--- src/cbt_pkg.sv ---
// package: operation codes, modes, vectors and carrier structs
package cbt_pkg;
  // ---------------------------------------------------------------
  // operations and modes
  // ---------------------------------------------------------------
  typedef enum logic [3:0] {
    OP_NONE, OP_COND_JUMP, OP_COUNT_BRANCH, OP_WHILE_EQUAL,
    OP_WHILE_UNEQUAL, OP_ZERO_COUNT, OP_SOFT_INT, OP_OVERFLOW_TRAP,
    OP_RANGE_CHECK, OP_INT_RETURN, OP_CALL, OP_RETURN
  } cbt_op_t;

  typedef enum logic [1:0] {MODE_LEGACY, MODE_COMPAT, MODE_LONG} cbt_mode_t;
  typedef enum logic [1:0] {ASZ_16, ASZ_32, ASZ_64} cbt_asize_t;

  // ---------------------------------------------------------------
  // constants
  // ---------------------------------------------------------------
  localparam logic [7:0] VEC_OVERFLOW = 8'h04;
  localparam logic [7:0] VEC_RANGE = 8'h05;
  localparam logic [7:0] VEC_UNSUPPORTED = 8'h06;
  localparam logic [3:0] SLOT_WIDE = 4'h8;
  localparam logic [3:0] SLOT_NARROW = 4'h4;
  localparam logic [3:0] INTERRUPT_RETURN_POPS_FULL = 4'h5;
  localparam logic [3:0] INTERRUPT_RETURN_POPS_SHORT = 4'h3;
  localparam logic [63:0] ZERO_64 = 64'h0;

  // ---------------------------------------------------------------
  // carriers
  // ---------------------------------------------------------------
  typedef struct packed {
    logic carry;
    logic zero;
    logic overflow;
    logic parity;
    logic sign;
  } cbt_flags_t;

  typedef struct packed {
    cbt_op_t op;
    logic [3:0] cond;
    logic [7:0] vector;
    logic [31:0] disp;
    logic [63:0] nextIp;
    logic [63:0] rangeValue;
    logic [63:0] rangeLower;
    logic [63:0] rangeUpper;
    logic privChange;
  } cbt_req_t;

  typedef struct packed {
    logic branch;
    logic [63:0] target;
    logic countWrite;
    logic [63:0] countValue;
    logic exception;
    logic [7:0] vector;
    logic pushFlags;
    logic [3:0] slotBytes;
    logic [3:0] popCount;
    logic popStack;
  } cbt_res_t;
endpackage : cbt_pkg

--- src/cbt_unit.sv ---
// count branch and trap unit: decision, count update, trap requests
`timescale 1ns/100ps
`default_nettype none
// ---------------------------------------------------------------
// ---------------------------------------------------------------
module cbt_unit (
  input wire logic clk,
  input wire logic rstn,
  input wire logic reqValid,
  input wire cbt_pkg::cbt_req_t req,
  input wire cbt_pkg::cbt_mode_t mode,
  input wire cbt_pkg::cbt_asize_t addrSize,
  input wire cbt_pkg::cbt_flags_t flags,
  input wire logic [63:0] countIn,
  output logic resValid,
  output cbt_pkg::cbt_res_t res
);
  import cbt_pkg::*;

  // ---------------------------------------------------------------
  // condition evaluation
  // ---------------------------------------------------------------
  wire logic sxo;
  wire logic condBase;
  logic condBaseSel;
  assign sxo = flags.sign ^ flags.overflow;
  // flags only, unsigned and signed groups
  always_comb begin
    unique case (req.cond[3:1])
      3'h0: condBaseSel = flags.overflow;
      3'h1: condBaseSel = flags.carry;
      3'h2: condBaseSel = flags.zero;
      3'h3: condBaseSel = flags.carry | flags.zero;
      3'h4: condBaseSel = flags.sign;
      3'h5: condBaseSel = flags.parity;
      3'h6: condBaseSel = sxo;
      3'h7: condBaseSel = sxo | flags.zero;
    endcase
  end
  assign condBase = condBaseSel ^ req.cond[0];

  // ---------------------------------------------------------------
  // count register view and decrement
  // ---------------------------------------------------------------
  wire logic [15:0] count16;
  wire logic [31:0] count32;
  wire logic [63:0] decFull;
  wire logic [63:0] decSel;
  wire logic countIsZero;
  wire logic decIsZero;
  assign count16 = countIn[15:0]; // count_reg_16
  assign count32 = countIn[31:0];
  assign decFull = countIn - 64'h1; // wraps to all ones
  // address size picks the live width
  assign decSel = (addrSize == ASZ_16) ? {countIn[63:16], decFull[15:0]} :
                  (addrSize == ASZ_32) ? {32'h0, decFull[31:0]} : decFull;
  assign countIsZero = (addrSize == ASZ_16) ? (count16 == 16'h0) :
                       (addrSize == ASZ_32) ? (count32 == 32'h0) :
                       (countIn == ZERO_64);
  assign decIsZero = (addrSize == ASZ_16) ? (decSel[15:0] == 16'h0) :
                     (addrSize == ASZ_32) ? (decSel[31:0] == 32'h0) :
                     (decSel == ZERO_64);

  // ---------------------------------------------------------------
  // target: signed 32-bit displacement on the next pointer
  // ---------------------------------------------------------------
  wire logic [63:0] dispExt;
  wire logic [63:0] targetFull;
  wire logic [63:0] targetSized;
  wire logic isLong;
  assign isLong = (mode == MODE_LONG);
  assign dispExt = {{32{req.disp[31]}}, req.disp};
  assign targetFull = req.nextIp + dispExt;
  // full 64-bit pointer in long mode, otherwise 32-bit
  assign targetSized = isLong ? targetFull : {32'h0, targetFull[31:0]};

  // ---------------------------------------------------------------
  // branch decision per operation
  // ---------------------------------------------------------------
  logic takeD;
  logic countWriteD;
  always_comb begin
    takeD = 1'b0;
    countWriteD = 1'b0;
    unique case (req.op)
      OP_COND_JUMP: takeD = condBase;
      OP_COUNT_BRANCH: begin
        countWriteD = 1'b1;
        takeD = !decIsZero;
      end
      OP_WHILE_EQUAL: begin
        countWriteD = 1'b1;
        takeD = !decIsZero && flags.zero;
      end
      OP_WHILE_UNEQUAL: begin
        countWriteD = 1'b1;
        takeD = !decIsZero && !flags.zero;
      end
      OP_ZERO_COUNT: takeD = countIsZero;
      default: takeD = 1'b0;
    endcase
  end

  // ---------------------------------------------------------------
  // exceptions
  // ---------------------------------------------------------------
  wire logic rangeBad;
  logic excD;
  logic [7:0] vecD;
  assign rangeBad = ($signed(req.rangeValue) < $signed(req.rangeLower)) ||
                    ($signed(req.rangeValue) > $signed(req.rangeUpper));
  always_comb begin
    excD = 1'b0;
    vecD = 8'h00;
    unique case (req.op)
      OP_SOFT_INT: begin
        excD = 1'b1;
        vecD = req.vector;
      end
      OP_OVERFLOW_TRAP: begin
        excD = flags.overflow;
        vecD = VEC_OVERFLOW;
      end
      OP_RANGE_CHECK: begin
        excD = isLong | rangeBad;
        vecD = isLong ? VEC_UNSUPPORTED : VEC_RANGE;
      end
      default: begin
        excD = 1'b0;
        vecD = 8'h00;
      end
    endcase
  end

  // ---------------------------------------------------------------
  // stack sizing and interrupt return pops
  // ---------------------------------------------------------------
  wire logic stackOp;
  wire logic interrupt_return;
  wire logic popStackD;
  assign stackOp = (req.op == OP_CALL) || (req.op == OP_RETURN) ||
                   (req.op == OP_INT_RETURN) || excD;
  assign interrupt_return = (req.op == OP_INT_RETURN);
  // long mode always, compat only on privilege change
  assign popStackD = interrupt_return && (isLong || req.privChange);

  // ---------------------------------------------------------------
  // result registers
  // ---------------------------------------------------------------
  always_ff @(posedge clk or negedge rstn) begin
    if (!rstn) begin
      resValid <= 1'b0;
      res <= '0;
    end else begin
      resValid <= reqValid;
      res.branch <= reqValid && takeD;
      res.target <= takeD ? targetSized : req.nextIp;
      res.countWrite <= reqValid && countWriteD;
      res.countValue <= decSel;
      res.exception <= reqValid && excD;
      res.vector <= vecD;
      res.pushFlags <= reqValid && excD;
      res.slotBytes <= (stackOp && isLong) ? SLOT_WIDE : SLOT_NARROW;
      res.popCount <= popStackD ? INTERRUPT_RETURN_POPS_FULL :
                      (interrupt_return ? INTERRUPT_RETURN_POPS_SHORT : 4'h0);
      res.popStack <= reqValid && popStackD;
    end
  end
endmodule : cbt_unit
`default_nettype wire

--- config.mk ---
export PLATFORM = sky130hd
export DESIGN_NAME = cbt_unit
export DESIGN_NICKNAME = d
export VERILOG_FILES = /design/src/cbt_pkg.sv /design/src/cbt_unit.sv
export SDC_FILE = /design/constraint.sdc
export NUM_CORES = 1
export LEC_CHECK = 0
export BUFFER_PORTS_ARGS = -buffer_cell sky130_fd_sc_hd__buf_4
export CAP_MARGIN = 20
export CORE_AREA = 8 8 201 203
export DETAILED_ROUTE_END_ITERATION = 7
export DIE_AREA = 0 0 209 211
export PLACE_DENSITY = 0.75
export SYNTH_ARGS = -nofsm -noshare
export SYNTH_HDL_FRONTEND = slang
export SYNTH_SLANG_ARGS = --single-unit
--- constraint.sdc ---
create_clock -name clk -period 0.8 [get_ports clk]
set_input_delay 0.24 -clock clk [delete_from_list [all_inputs] [get_ports clk]]
set_output_delay 0.24 -clock clk [all_outputs]
set_load 0.05 [all_outputs]
==> out/metrics.csv, run 1 <==
stage,metric,value,unit
outcome,run status,"complete, but fails checks",
outcome,failing checks,setup timing,
global_routing,initial antenna violation count,4,
placed_design,placed insts,3135,
power,Pwr per Cell Area,1260,nW/um^2
drt,final wirelength,72500,um
clocking,CTS Buf Count,17,
placed_design,"Cell Area, Placed",23000,sq um
die,die span in y,211,um
placed_design,gpl congestion,1.04,
drt,Vias,17900,
logic_synthesis,"flops & latches, synth",146,
logic_synthesis,post-synth top area share,26.2,%
clocking,H-Tree Depth,4,
power,Seq pwr share,25.6,%
die,DIE AREA,44100,sq um
global_routing,vias in the first global route,19000,
power,switch share,37.9,%
drt,Iter 0 DRT Violations,1037,
power,Psw,12.5,mW
logic_synthesis,Netlist cell types,83,
power,worst vdd rail ir drop,1.64,mV
logic_synthesis,"top cells by area, synth","dfrtp_1, ha_1, a21oi_1",
global_routing,largest net degree at the start of global routing,39,
power,Leak Pwr,13.2,nW
drt,drt pass-1 iters,5,
sta,PnR worst setup slack,-2.72,ns
die,I/O pin count,531,
logic_synthesis,Avg Inst Size Synth,8.46,sq um
min_path,HP Class,input port to flop,
global_routing,GRT Util Overall,30.7,%
global_routing,total grt overflow,0,
cells_and_area,final cell count without fillers,3240,
logic_synthesis,post-synthesis cell area,13900,sq um
sta,RSZ-0062 raised after global routing,true,
placed_design,pre-CTS setup slack,-3.25,ns
placed_design,post-DP HPWL,55600,um
critical_path,crit end category,flop,
clocking,Sink Count,146,
sta,Final Hold Viols,0,
power,Power Internal,20.4,mW
sta,Slew headroom,53.3,%
sta,Tcrit/Tclk final,440,%
power,combinational share of power,47.9,%
die,Rows,71,
sta,sum of negative setup slack,-307.19,ns
cells_and_area,fraction of layout instances using a drive strength above 1,55.0,%
logic_synthesis,sequential-to-total area share from yosys stat,26.2,%
clocking,CTS tree,yes,
sta,Max Slew Vio Count,0,
drt,wire length per cell,22.4,um
cells_and_area,final layout net count,3324,
cells_and_area,Finished Cell Area,26100,sq um
logic_synthesis,Synth area leader,dfrtp_1,
logic_synthesis,Main synth FF type,dfrtp_1,
drt,Final ANT Viol Nets,0,
sta,shortest period the worst path allows,3.52,ns
die,initial core utilization,37.6,%
drt,DRC,0,
clocking,Root Buffer,clkbuf_16,
critical_path,worst-path fanout max,11,
logic_synthesis,YS warnings,0,
power,power share of the clock group,26.4,%
global_routing,first-pass GRT wire length,107000,um
clocking,"Reg clk slew, reported paths",0.07,ns
logic_synthesis,Post-synth EDFFs,0,
logic_synthesis,Syn Inst Count,1649,
die,Die W,209,um
sta,Setup Viol. Count Final,280,
cells_and_area,multi-input combinational cell area,10800,sq um
cells_and_area,synth-to-layout area growth,87.3,%
sta,FMAX,284,MHz
cells_and_area,Seq. cell area,3810,sq um
clocking,clk buf depth,2,
critical_path,WP data arrival,3.86,ns
sta,Worst-Margin Slew,0.694,ns
die,CORE AREA,37100,sq um
critical_path,startpoint types,input port,
critical_path,WP data required,1.14,ns
flow_run,maxcap violations,0,
critical_path,CP Class,input port to flop,
cells_and_area,# fillers,2688,
placed_design,Port Buffer Count,527,
sta,Hold WS,0.0217,ns
logic_synthesis,ys async rst share,100,%
drt,vias per cell,5.53,
[logic make-up after synthesis]
logic type      Yosys count  share of synthesized area, %
xor+xnor                 91                          5.72
simple gates            528                          20.3
compound gates          418                          19.5
buf+inv                 220                          6.27
flops                   146                          26.2
other cells               1                        0.0269
mux                      52                          4.64
fa+ha+maj               193                          17.4
[cells in the final DEF (no fill, tap or decap), types with 12 or more instances in the layout]
cell type,instances
a21o_1,61
a21oi_1,114
a31oi_1,21
and2_1,14
buf_4,881
buf_6,232
clkbuf_16,18
dfrtp_1,20
dfrtp_2,126
ha_1,185
inv_1,153
mux2_4,26
nand2_1,110
nand2b_1,15
nand3_1,41
nand4_1,52
nor2_1,78
nor2b_1,15
nor3_1,34
nor3_4,13
nor4_1,13
nor4_4,16
o211ai_1,17
o21a_1,12
o21ai_0,66
o31ai_1,16
or4_4,13
xnor2_1,37
xor2_1,34
[cell usage after synthesis (21+ instances only)]
cell type    n
o21ai_0     77
dfrtp_1    146
mux2i_1     23
nand4_1     52
nor4_1      27
nor2_1      87
o31ai_1     29
nand3_1     57
nor3_1      50
xor2_1      43
xnor2_1     48
a31oi_1     21
nand2_1    117
a21o_1      61
a21oi_1    122
mux2_4      24
ha_1       192
inv_1      159
clkbuf_1    43
[cell type report]
| type | count | area share [%] |
|---|---|---|
| clock inverters | 12 | 0.565 |
| multi-input cells | 1285 | 41.3 |
| well taps | 474 | 2.27 |
| clock buffers | 20 | 1.79 |
| repair buffers | 1141 | 37.0 |
| diodes | 3 | 0.0287 |
| inverters | 159 | 2.39 |
| flip-flops and latches | 146 | 14.6 |
[critical path: stages]
cell and delay [ns]:
buf_12 0.11, inv_12 0.05, ha_4 0.12, or3b_4 0.40, buf_8 0.15, nor4_4 0.15, buf_4 0.18, nand4_4 0.15
nor4_4 0.26, mux2i_1 0.15, or4_1 0.52, or4b_4 0.57, o21bai_4 0.18, nand2_4 0.13, buf_12 0.18, mux2_4 0.30
[per-layer routing]
metal	vias to the layer above	GRT usage, %	share of wire, %
li1	8223	-	-
met1	8547	35.0	38
met2	896	54.1	49
met3	260	7.28	7.9
met4	2	14.1	5.6
met5	-	0	0.018
[worst paths after layout]
path / cells after the start / end / slack [ns] / start
max in group asynchronous: 3 / resValid / 0.11 / rstn
hold / removal: 2 / res[100] / 0.02 / req[209]
setup / recovery: 16 / res[89] / -2.72 / countIn[1]
min in group asynchronous: 2 / res[70] / 0.18 / rstn
[what timing repair did]
action | 4_1_cts | 5_1_grt
endpoints found under the setup margin | 277 | 286
pin swaps | 85 | 40
setup buffers | 66 | 32
hold endpoints to repair | 153 | 0
gates cloned | 1 | 2
hold buffers | 8 | 0
resized for setup | 347 | 98
[power by group through the flow]
stage	clock (mW)	combinational [mW]	sequential (mW)
2_1_floorplan	0	5.10	10.5
3_3_place_gp	0	14.1	8.44
3_5_place_dp	0	14.4	8.43
4_1_cts	8.69	15.3	8.42
5_1_grt	9.14	16.8	8.47
6_report	8.70	15.8	8.44
[state kept, by name, indices dropped and copies added (netlist names)]
name,cells
resValid,1
res,145
[per-stage QoR]
step | power (mW) | util [%]
after floorplan | 15.6 | -
after global placement | 22.6 | 61.9
after detailed placement | 22.8 | 61.9
after CTS | 32.4 | 68.9
after global routing | 34.4 | 70.3
final | 32.9 | 70.3
Note: power is estimated with default switching activity, not from simulation.
==> run 2: changes to the inputs <==
Settings changed: CAP_MARGIN 20 to not set.
Clock period 0.8 ns to 4.01 ns, I/O delays scaled along.
==> out/metrics.csv, run 2 (synthesized netlist as in run 1, its figures left out) <==
stage,metric,value,unit,change
sta,Max Slew Vio Count,0,,unchanged
drt,vias per cell,5.48,,was 5.53
clocking,CTS Buf Count,17,,unchanged
sta,RSZ-0062 raised after global routing,true,,unchanged
die,Rows,71,,unchanged
clocking,clk buf depth,2,,unchanged
clocking,"Reg clk slew, reported paths",0.08,ns,was 0.07 ns
cells_and_area,fraction of layout instances using a drive strength above 1,42.9,%,was 55.0%
sta,Worst-Margin Slew,0.796,ns,was 0.694 ns
critical_path,worst-path fanout max,7,,was 11
sta,sum of negative setup slack,-27.64,ns,was -307.19 ns
die,CORE AREA,37100,sq um,unchanged
sta,Tcrit/Tclk final,112,%,
sta,shortest period the worst path allows,4.51,ns,
die,initial core utilization,37.6,%,unchanged
cells_and_area,synth-to-layout area growth,62.0,%,was 87.3%
global_routing,first-pass GRT wire length,95800,um,"was 107,000 um"
power,Pwr per Cell Area,269,nW/um^2,was 1260 nW/um^2
sta,Slew headroom,45.6,%,was 53.3%
critical_path,CP startpoint,countIn[35],,was countIn[1]
power,Leak Pwr,11.7,nW,was 13.2 nW
critical_path,WP data arrival,4.84,ns,was 3.86 ns
sta,Setup Viol. Count Final,65,,was 280
drt,DRC,0,,unchanged
critical_path,crit end category,flop,,unchanged
die,Die W,209,um,unchanged
min_path,HP Class,input port to asynchronous set/reset pin,,was input port to flop
cells_and_area,final core occ,60.8,%,was 70.3%
flow_run,maxcap violations,0,,unchanged
cells_and_area,Largest Register,res,,unchanged
drt,wire length per cell,21.3,um,was 22.4 um
cells_and_area,most frequent cells in the layout,"buf_4, ha_1, inv_1",,"was buf_4, buf_6, ha_1"
die,die span in y,211,um,unchanged
die,DIE AREA,44100,sq um,unchanged
cells_and_area,"commonest non-fill, non-tap cell in the layout",buf_4,,unchanged
global_routing,GRT Util Overall,27.4,%,was 30.7%
cells_and_area,Top Registers,"res: 145 flops, resValid: 1 flops",,unchanged
drt,Iter 0 DRT Violations,1044,,"was 1,037"
placed_design,Port Buffer Count,527,,unchanged
placed_design,placed insts,2938,,"was 3,135"
cells_and_area,final layout net count,3085,,"was 3,324"
clocking,H-Tree Depth,4,,unchanged
placed_design,gpl congestion,0.976,,was 1.04
cells_and_area,Finished Cell Area,22600,sq um,"was 26,100 sq um"
cells_and_area,final cell count without fillers,3001,,"was 3,240"
sta,Final Hold Viols,0,,unchanged
drt,Vias,16500,,"was 17,900"
outcome,run status,"complete, but fails checks",,unchanged
clocking,Root Buffer,clkbuf_16,,unchanged
critical_path,WP data required,4.35,ns,was 1.14 ns
placed_design,"Cell Area, Placed",21000,sq um,"was 23,000 sq um"
global_routing,Most Crowded Layer GR,met2,,unchanged
cells_and_area,max reg flops,145,,unchanged
clocking,Hold Buf Count CTS,0,,was 8
global_routing,initial antenna violation count,5,,was 4
global_routing,largest net degree at the start of global routing,74,,was 39
outcome,failing checks,setup timing,,unchanged
global_routing,total grt overflow,0,,unchanged
drt,final wirelength,64000,um,"was 72,500 um"
cells_and_area,# fillers,3185,,"was 2,688"
die,I/O pin count,531,,unchanged
critical_path,startpoint types,input port,,unchanged
global_routing,GRT met1 Usage,33.5,%,was 35.0%
placed_design,post-DP HPWL,53400,um,"was 55,600 um"
clocking,Sink Count,146,,unchanged
power,worst vdd rail ir drop,0.306,mV,was 1.64 mV
sta,FMAX,222,MHz,
global_routing,met2 Use GR,47.4,%,was 54.1%
clocking,CTS tree,yes,,unchanged
critical_path,CP Capture Point,res[88],,was res[89]
global_routing,vias in the first global route,16700,,"was 19,000"
critical_path,CP Class,input port to flop,,unchanged
drt,drt pass-1 iters,5,,unchanged
power,Power Total,6.09,mW,was 32.9 mW
drt,Final ANT Viol Nets,0,,unchanged
sta,PnR worst setup slack,-0.495,ns,was -2.72 ns
global_routing,met3 Resource Use GR,6.51,%,was 7.28%
==> run 2: metrics by stage <==
| stage | setup WS [ns] | hold slack, ns |
|---|---|---|
| floorplan | -0.785 | 0.907 |
| global placement | -1.02 | 1.17 |
| detailed placement | -1.09 | 1.19 |
| CTS | -0.469 | 0.710 |
| global route | -0.563 | 0.725 |
| finish | -0.495 | 0.702 |
==> run 2: worst min-delay path by stage <==
| stage | startpoint | to | depth (start not counted) | slack, ns |
|---|---|---|---|---|
| after detailed placement | rstn | res[104] | 1 | 1.19 |
| after global placement | rstn | res[104] | 1 | 1.17 |
| after floorplan | rstn | resValid | 0 | 0.91 |
| after global routing | rstn | res[104] | 1 | 0.72 |
| final | rstn | res[103] | 1 | 0.70 |
| after CTS | rstn | res[104] | 1 | 0.71 |
==> run 2: repair_timing <==
action / in CTS / in global routing
pin swaps: 32 / 45
gates resized for setup: 67 / 88
endpoints found under the hold margin: 0 / 0
setup endpoints to repair: 65 / 65
buffers inserted: 14 / 12
gates cloned: 3 / 2
==> run 2: final cells by class <==
class	instances	area, sq um	area share, %
Multi-Input combinational cell	1285	10100	44.7
Timing Repair Buffer	902	7050	31.2
Sequential cell	146	3650	16.2
Inverter	159	614	2.72
Tap cell	474	593	2.63
Clock buffer	17	425	1.88
Clock inverter	15	163	0.720
Antenna cell	3	7.51	0.0332
==> run 2: routing by layer <==
layer / routed length [um] / vias to the layer above
met5: 26 / -
met4: 1990 / 4
met3: 5040 / 126
met2: 30800 / 758
met1: 26100 / 7825
li1: - / 7744
==> run 2: worst max-delay path: stages <==
cell	delay, ns
buf_4	0.11
or4_1	0.56
or3_1	0.38
or2_1	0.29
nor4_4	0.23
mux2i_1	0.13
or4_4	0.52
or4b_4	0.52
o21bai_4	0.25
nand2_8	0.14
clkbuf_16	0.20
mux2_4	0.30
==> run 2: power by group <==
group	total, mW	switching (mW)	internal [mW]	leakage [nW]
combinational	2.78	1.56	1.23	9.63
clock	1.66	0.820	0.839	0.291
sequential	1.64	0.0547	1.59	1.77
==> run 3: changes to the inputs <==
Settings changed: ABC_AREA set to 1, CORE_AREA 8 8 201 203 to not set, CORE_ASPECT_RATIO set to 0.5, CORE_MARGIN set to 8, CORE_UTILIZATION set to 53, CTS_BUF_LIST set to sky130_fd_sc_hd__clkbuf_8, DIE_AREA 0 0 209 211 to not set, PLACE_DENSITY 0.75 to 0.94.
==> out/metrics.csv, run 3 <==
stage,metric,value,unit,change
clocking,Sink Count,146,,unchanged
die,Die W,260,um,was 209 um
logic_synthesis,largest family of logic cells by synthesized area,simple AND/OR/NAND/NOR gates,,unchanged
drt,drt pass-1 iters,8,,was 5
drt,Vias,18700,,"was 16,500"
placed_design,Port Buffer Count,527,,unchanged
critical_path,Worst path top cell family by delay,simple AND/OR/NAND/NOR gates,,unchanged
logic_synthesis,Synth Area in Compound Gates,11.7,%,was 19.5%
cells_and_area,max reg flops,145,,unchanged
logic_synthesis,Synth Area in Simple Gates,34.7,%,was 20.3%
logic_synthesis,post-synth top area share,23.1,%,was 26.2%
logic_synthesis,most frequent cell after synthesis,nand2_1,,was ha_1
power,Power Total,5.31,mW,was 6.09 mW
drt,final wirelength,66200,um,"was 64,000 um"
cells_and_area,fraction of layout instances using a drive strength above 1,23.7,%,was 42.9%
cells_and_area,"commonest non-fill, non-tap cell in the layout",nand2_1,,was buf_4
critical_path,crit end category,flop,,unchanged
cells_and_area,multi-input combinational cell area,10400,sq um,"was 10,100 sq um"
die,I/O pin count,531,,unchanged
logic_synthesis,Post-synth top cells,"nand2_1, inv_1, nor2_1",,"was ha_1, inv_1, dfrtp_1"
clocking,post-CTS setup buffers,0,,was 14
clocking,Hold Buf Count CTS,0,,unchanged
cells_and_area,Top Registers,"res: 145 flops, resValid: 1 flops",,unchanged
global_routing,first-pass GRT wire length,101000,um,"was 95,800 um"
global_routing,vias in the first global route,18400,,"was 16,700"
logic_synthesis,XOR/XNOR Fraction of Synth Area,4.27,%,was 5.72%
critical_path,startpoint types,input port,,unchanged
logic_synthesis,"top cells by area, synth","dfrtp_1, ha_1, nand2_1",,"was dfrtp_1, ha_1, a21oi_1"
placed_design,post-DP HPWL,57700,um,"was 53,400 um"
critical_path,largest stage delay on the critical path,0.26,ns,was 0.56 ns
die,CORE AREA,29200,sq um,"was 37,100 sq um"
critical_path,WP depth,23,,was 12
sta,FMAX,279,MHz,was 222 MHz
logic_synthesis,ys async rst share,100,%,unchanged
clocking,Root Buffer,clkbuf_8,,was clkbuf_16
cells_and_area,most frequent cells in the layout,"nand2_1, buf_4, inv_1",,"was buf_4, ha_1, inv_1"
clocking,CTS Buf Count,17,,unchanged
critical_path,most used cell along the critical path,nand2_1,,
global_routing,largest net degree at the start of global routing,63,,was 74
clocking,Resized cells post-CTS,0,,was 67
drt,Iter 0 DRT Violations,1766,,"was 1,044"
logic_synthesis,adder-cell share of the synthesized area,15.3,%,was 17.4%
cells_and_area,Finished Cell Area,20800,sq um,"was 22,600 sq um"
logic_synthesis,Avg Inst Size Synth,6.58,sq um,was 8.46 sq um
sta,Worst-Margin Slew,0.766,ns,was 0.796 ns
cells_and_area,final cell count without fillers,3377,,"was 3,001"
clocking,H-Tree Depth,4,,unchanged
cells_and_area,Largest Register,res,,unchanged
sta,Tcrit/Tclk final,89.2,%,was 112%
logic_synthesis,"flops & latches, synth",146,,unchanged
critical_path,WP data required,4.42,ns,was 4.35 ns
power,Leak Pwr,11.5,nW,was 11.7 nW
logic_synthesis,Synth area leader,dfrtp_1,,unchanged
global_routing,GRT Util Overall,35.1,%,was 27.4%
die,DIE AREA,35900,sq um,"was 44,100 sq um"
drt,wire length per cell,19.6,um,was 21.3 um
clocking,clk buf depth,2,,unchanged
logic_synthesis,YS warnings,0,,unchanged
drt,DRC,0,,unchanged
critical_path,CP startpoint,countIn[0],,was countIn[35]
placed_design,"Cell Area, Placed",20400,sq um,"was 21,000 sq um"
sta,RSZ-0062 raised after global routing,false,,was true
outcome,run status,"complete, no violations",,"was complete, but fails checks"
logic_synthesis,Main synth FF type,dfrtp_1,,unchanged
sta,Slew headroom,48.4,%,was 45.6%
die,die span in y,138,um,was 211 um
sta,sum of negative setup slack,0,ns,was -27.64 ns
critical_path,worst-path fanout max,25,,was 7
critical_path,slowest CP cell,ha_1,,was or4_1
logic_synthesis,Netlist cell types,45,,was 83
cells_and_area,Seq. cell area,3650,sq um,unchanged
critical_path,Crit path buffers/inverters,4,,was 2
sta,Setup Viol. Count Final,0,,was 65
logic_synthesis,Syn Inst Count,2399,,"was 1,649"
die,Rows,44,,was 71
logic_synthesis,post-synthesis cell area,15800,sq um,"was 13,900 sq um"
logic_synthesis,Post-synth EDFFs,0,,unchanged
clocking,CTS tree,yes,,unchanged
cells_and_area,synth-to-layout area growth,31.9,%,was 62.0%
logic_synthesis,proportion of synthesized area in mux cells,0,%,was 4.64%
cells_and_area,final layout net count,3546,,"was 3,085"
min_path,HP Class,input port to asynchronous set/reset pin,,unchanged
sta,Max Slew Vio Count,0,,unchanged
placed_design,placed insts,3344,,"was 2,938"
logic_synthesis,sequential-to-total area share from yosys stat,23.1,%,was 26.2%
die,initial core utilization,54.1,%,was 37.6%
global_routing,initial antenna violation count,4,,was 5
power,worst vdd rail ir drop,0.193,mV,was 0.306 mV
power,Pwr per Cell Area,255,nW/um^2,was 269 nW/um^2
drt,Final ANT Viol Nets,0,,unchanged
critical_path,WP data arrival,3.99,ns,was 4.84 ns
placed_design,gpl congestion,1.03,,was 0.976
critical_path,CP cell instances,buf_4 > inv_1 > ha_1 > nand2_2 > nor2_8 > nand2_4 > nor2_4 > nand2_1 > nand2_1 > nand2_1 > nor2_1 > nand2_1 > nor2_1 > nand2_1 > nor2_1 > nand2_1 > nand2_1 > nand2_2 > nand2_4 > buf_12 > buf_4 > nand3_2 > nand2_1,,was buf_4 > or4_1 > or3_1 > or2_1 > nor4_4 > mux2i_1 > or4_4 > or4b_4 > o21bai_4 > nand2_8 > clkbuf_16 > mux2_4
drt,vias per cell,5.54,,was 5.48
cells_and_area,# fillers,2470,,"was 3,185"
critical_path,CP Capture Point,res[98],,was res[88]
global_routing,total grt overflow,0,,unchanged
clocking,"Reg clk slew, reported paths",0.09,ns,was 0.08 ns
sta,shortest period the worst path allows,3.58,ns,was 4.51 ns
cells_and_area,final core occ,71.4,%,was 60.8%
flow_run,maxcap violations,0,,unchanged
sta,Final Hold Viols,0,,unchanged
critical_path,CP Class,input port to flop,,unchanged
run 3: cells by family after synthesis:
family / count (synthesis)
XOR/XNOR: 77
other: 1
adder cells (fa/ha/maj): 193
AND/OR/NAND/NOR: 1232
flip-flops: 146
buffers and inverters: 408
AO/OA/AOI/OAI: 342
run 3: how the worst min path moves through the flow:
stage | cells after the start | from | to | slack, ns
floorplan | 0 | rstn | resValid | 0.91
global placement | 1 | rstn | res[13] | 1.22
detailed placement | 1 | rstn | res[87] | 1.22
CTS | 1 | rstn | res[87] | 0.70
global route | 1 | rstn | res[20] | 0.71
finish | 1 | rstn | res[87] | 0.68
run 3: layout make-up:
| class | count | share of cell area [%] |
|---|---|---|
| Antenna cell | 2 | 0.0240 |
| Clock buffer | 18 | 1.19 |
| Clock inverter | 13 | 0.607 |
| Inverter | 377 | 6.80 |
| Multi-Input combinational cell | 1847 | 50.2 |
| Sequential cell | 146 | 17.5 |
| Tap cell | 391 | 2.35 |
| Timing Repair Buffer | 583 | 21.3 |
run 3: per-layer routing:
metal,wire [um],GRT usage (%)
met1,25500,42.2
met5,22,0
met4,2900,14.8
met3,6680,7.85
met2,31100,60.0
run 3: power breakdown:
group | switching, mW | internal, mW | leakage [nW] | total [mW]
combinational | 1.57 | 0.906 | 9.51 | 2.48
clock | 0.687 | 0.516 | 0.190 | 1.20
sequential | 0.0505 | 1.58 | 1.77 | 1.63
total | 2.31 | 3.00 | 11.5 | 5.31
run 3: metrics by stage:
step	hold WS, ns	setup WS (ns)
floorplan	0.907	0.501
global placement	1.22	0.0200
detailed placement	1.22	0.0270
CTS	0.705	0.525
global route	0.714	0.237
finish	0.675	0.432
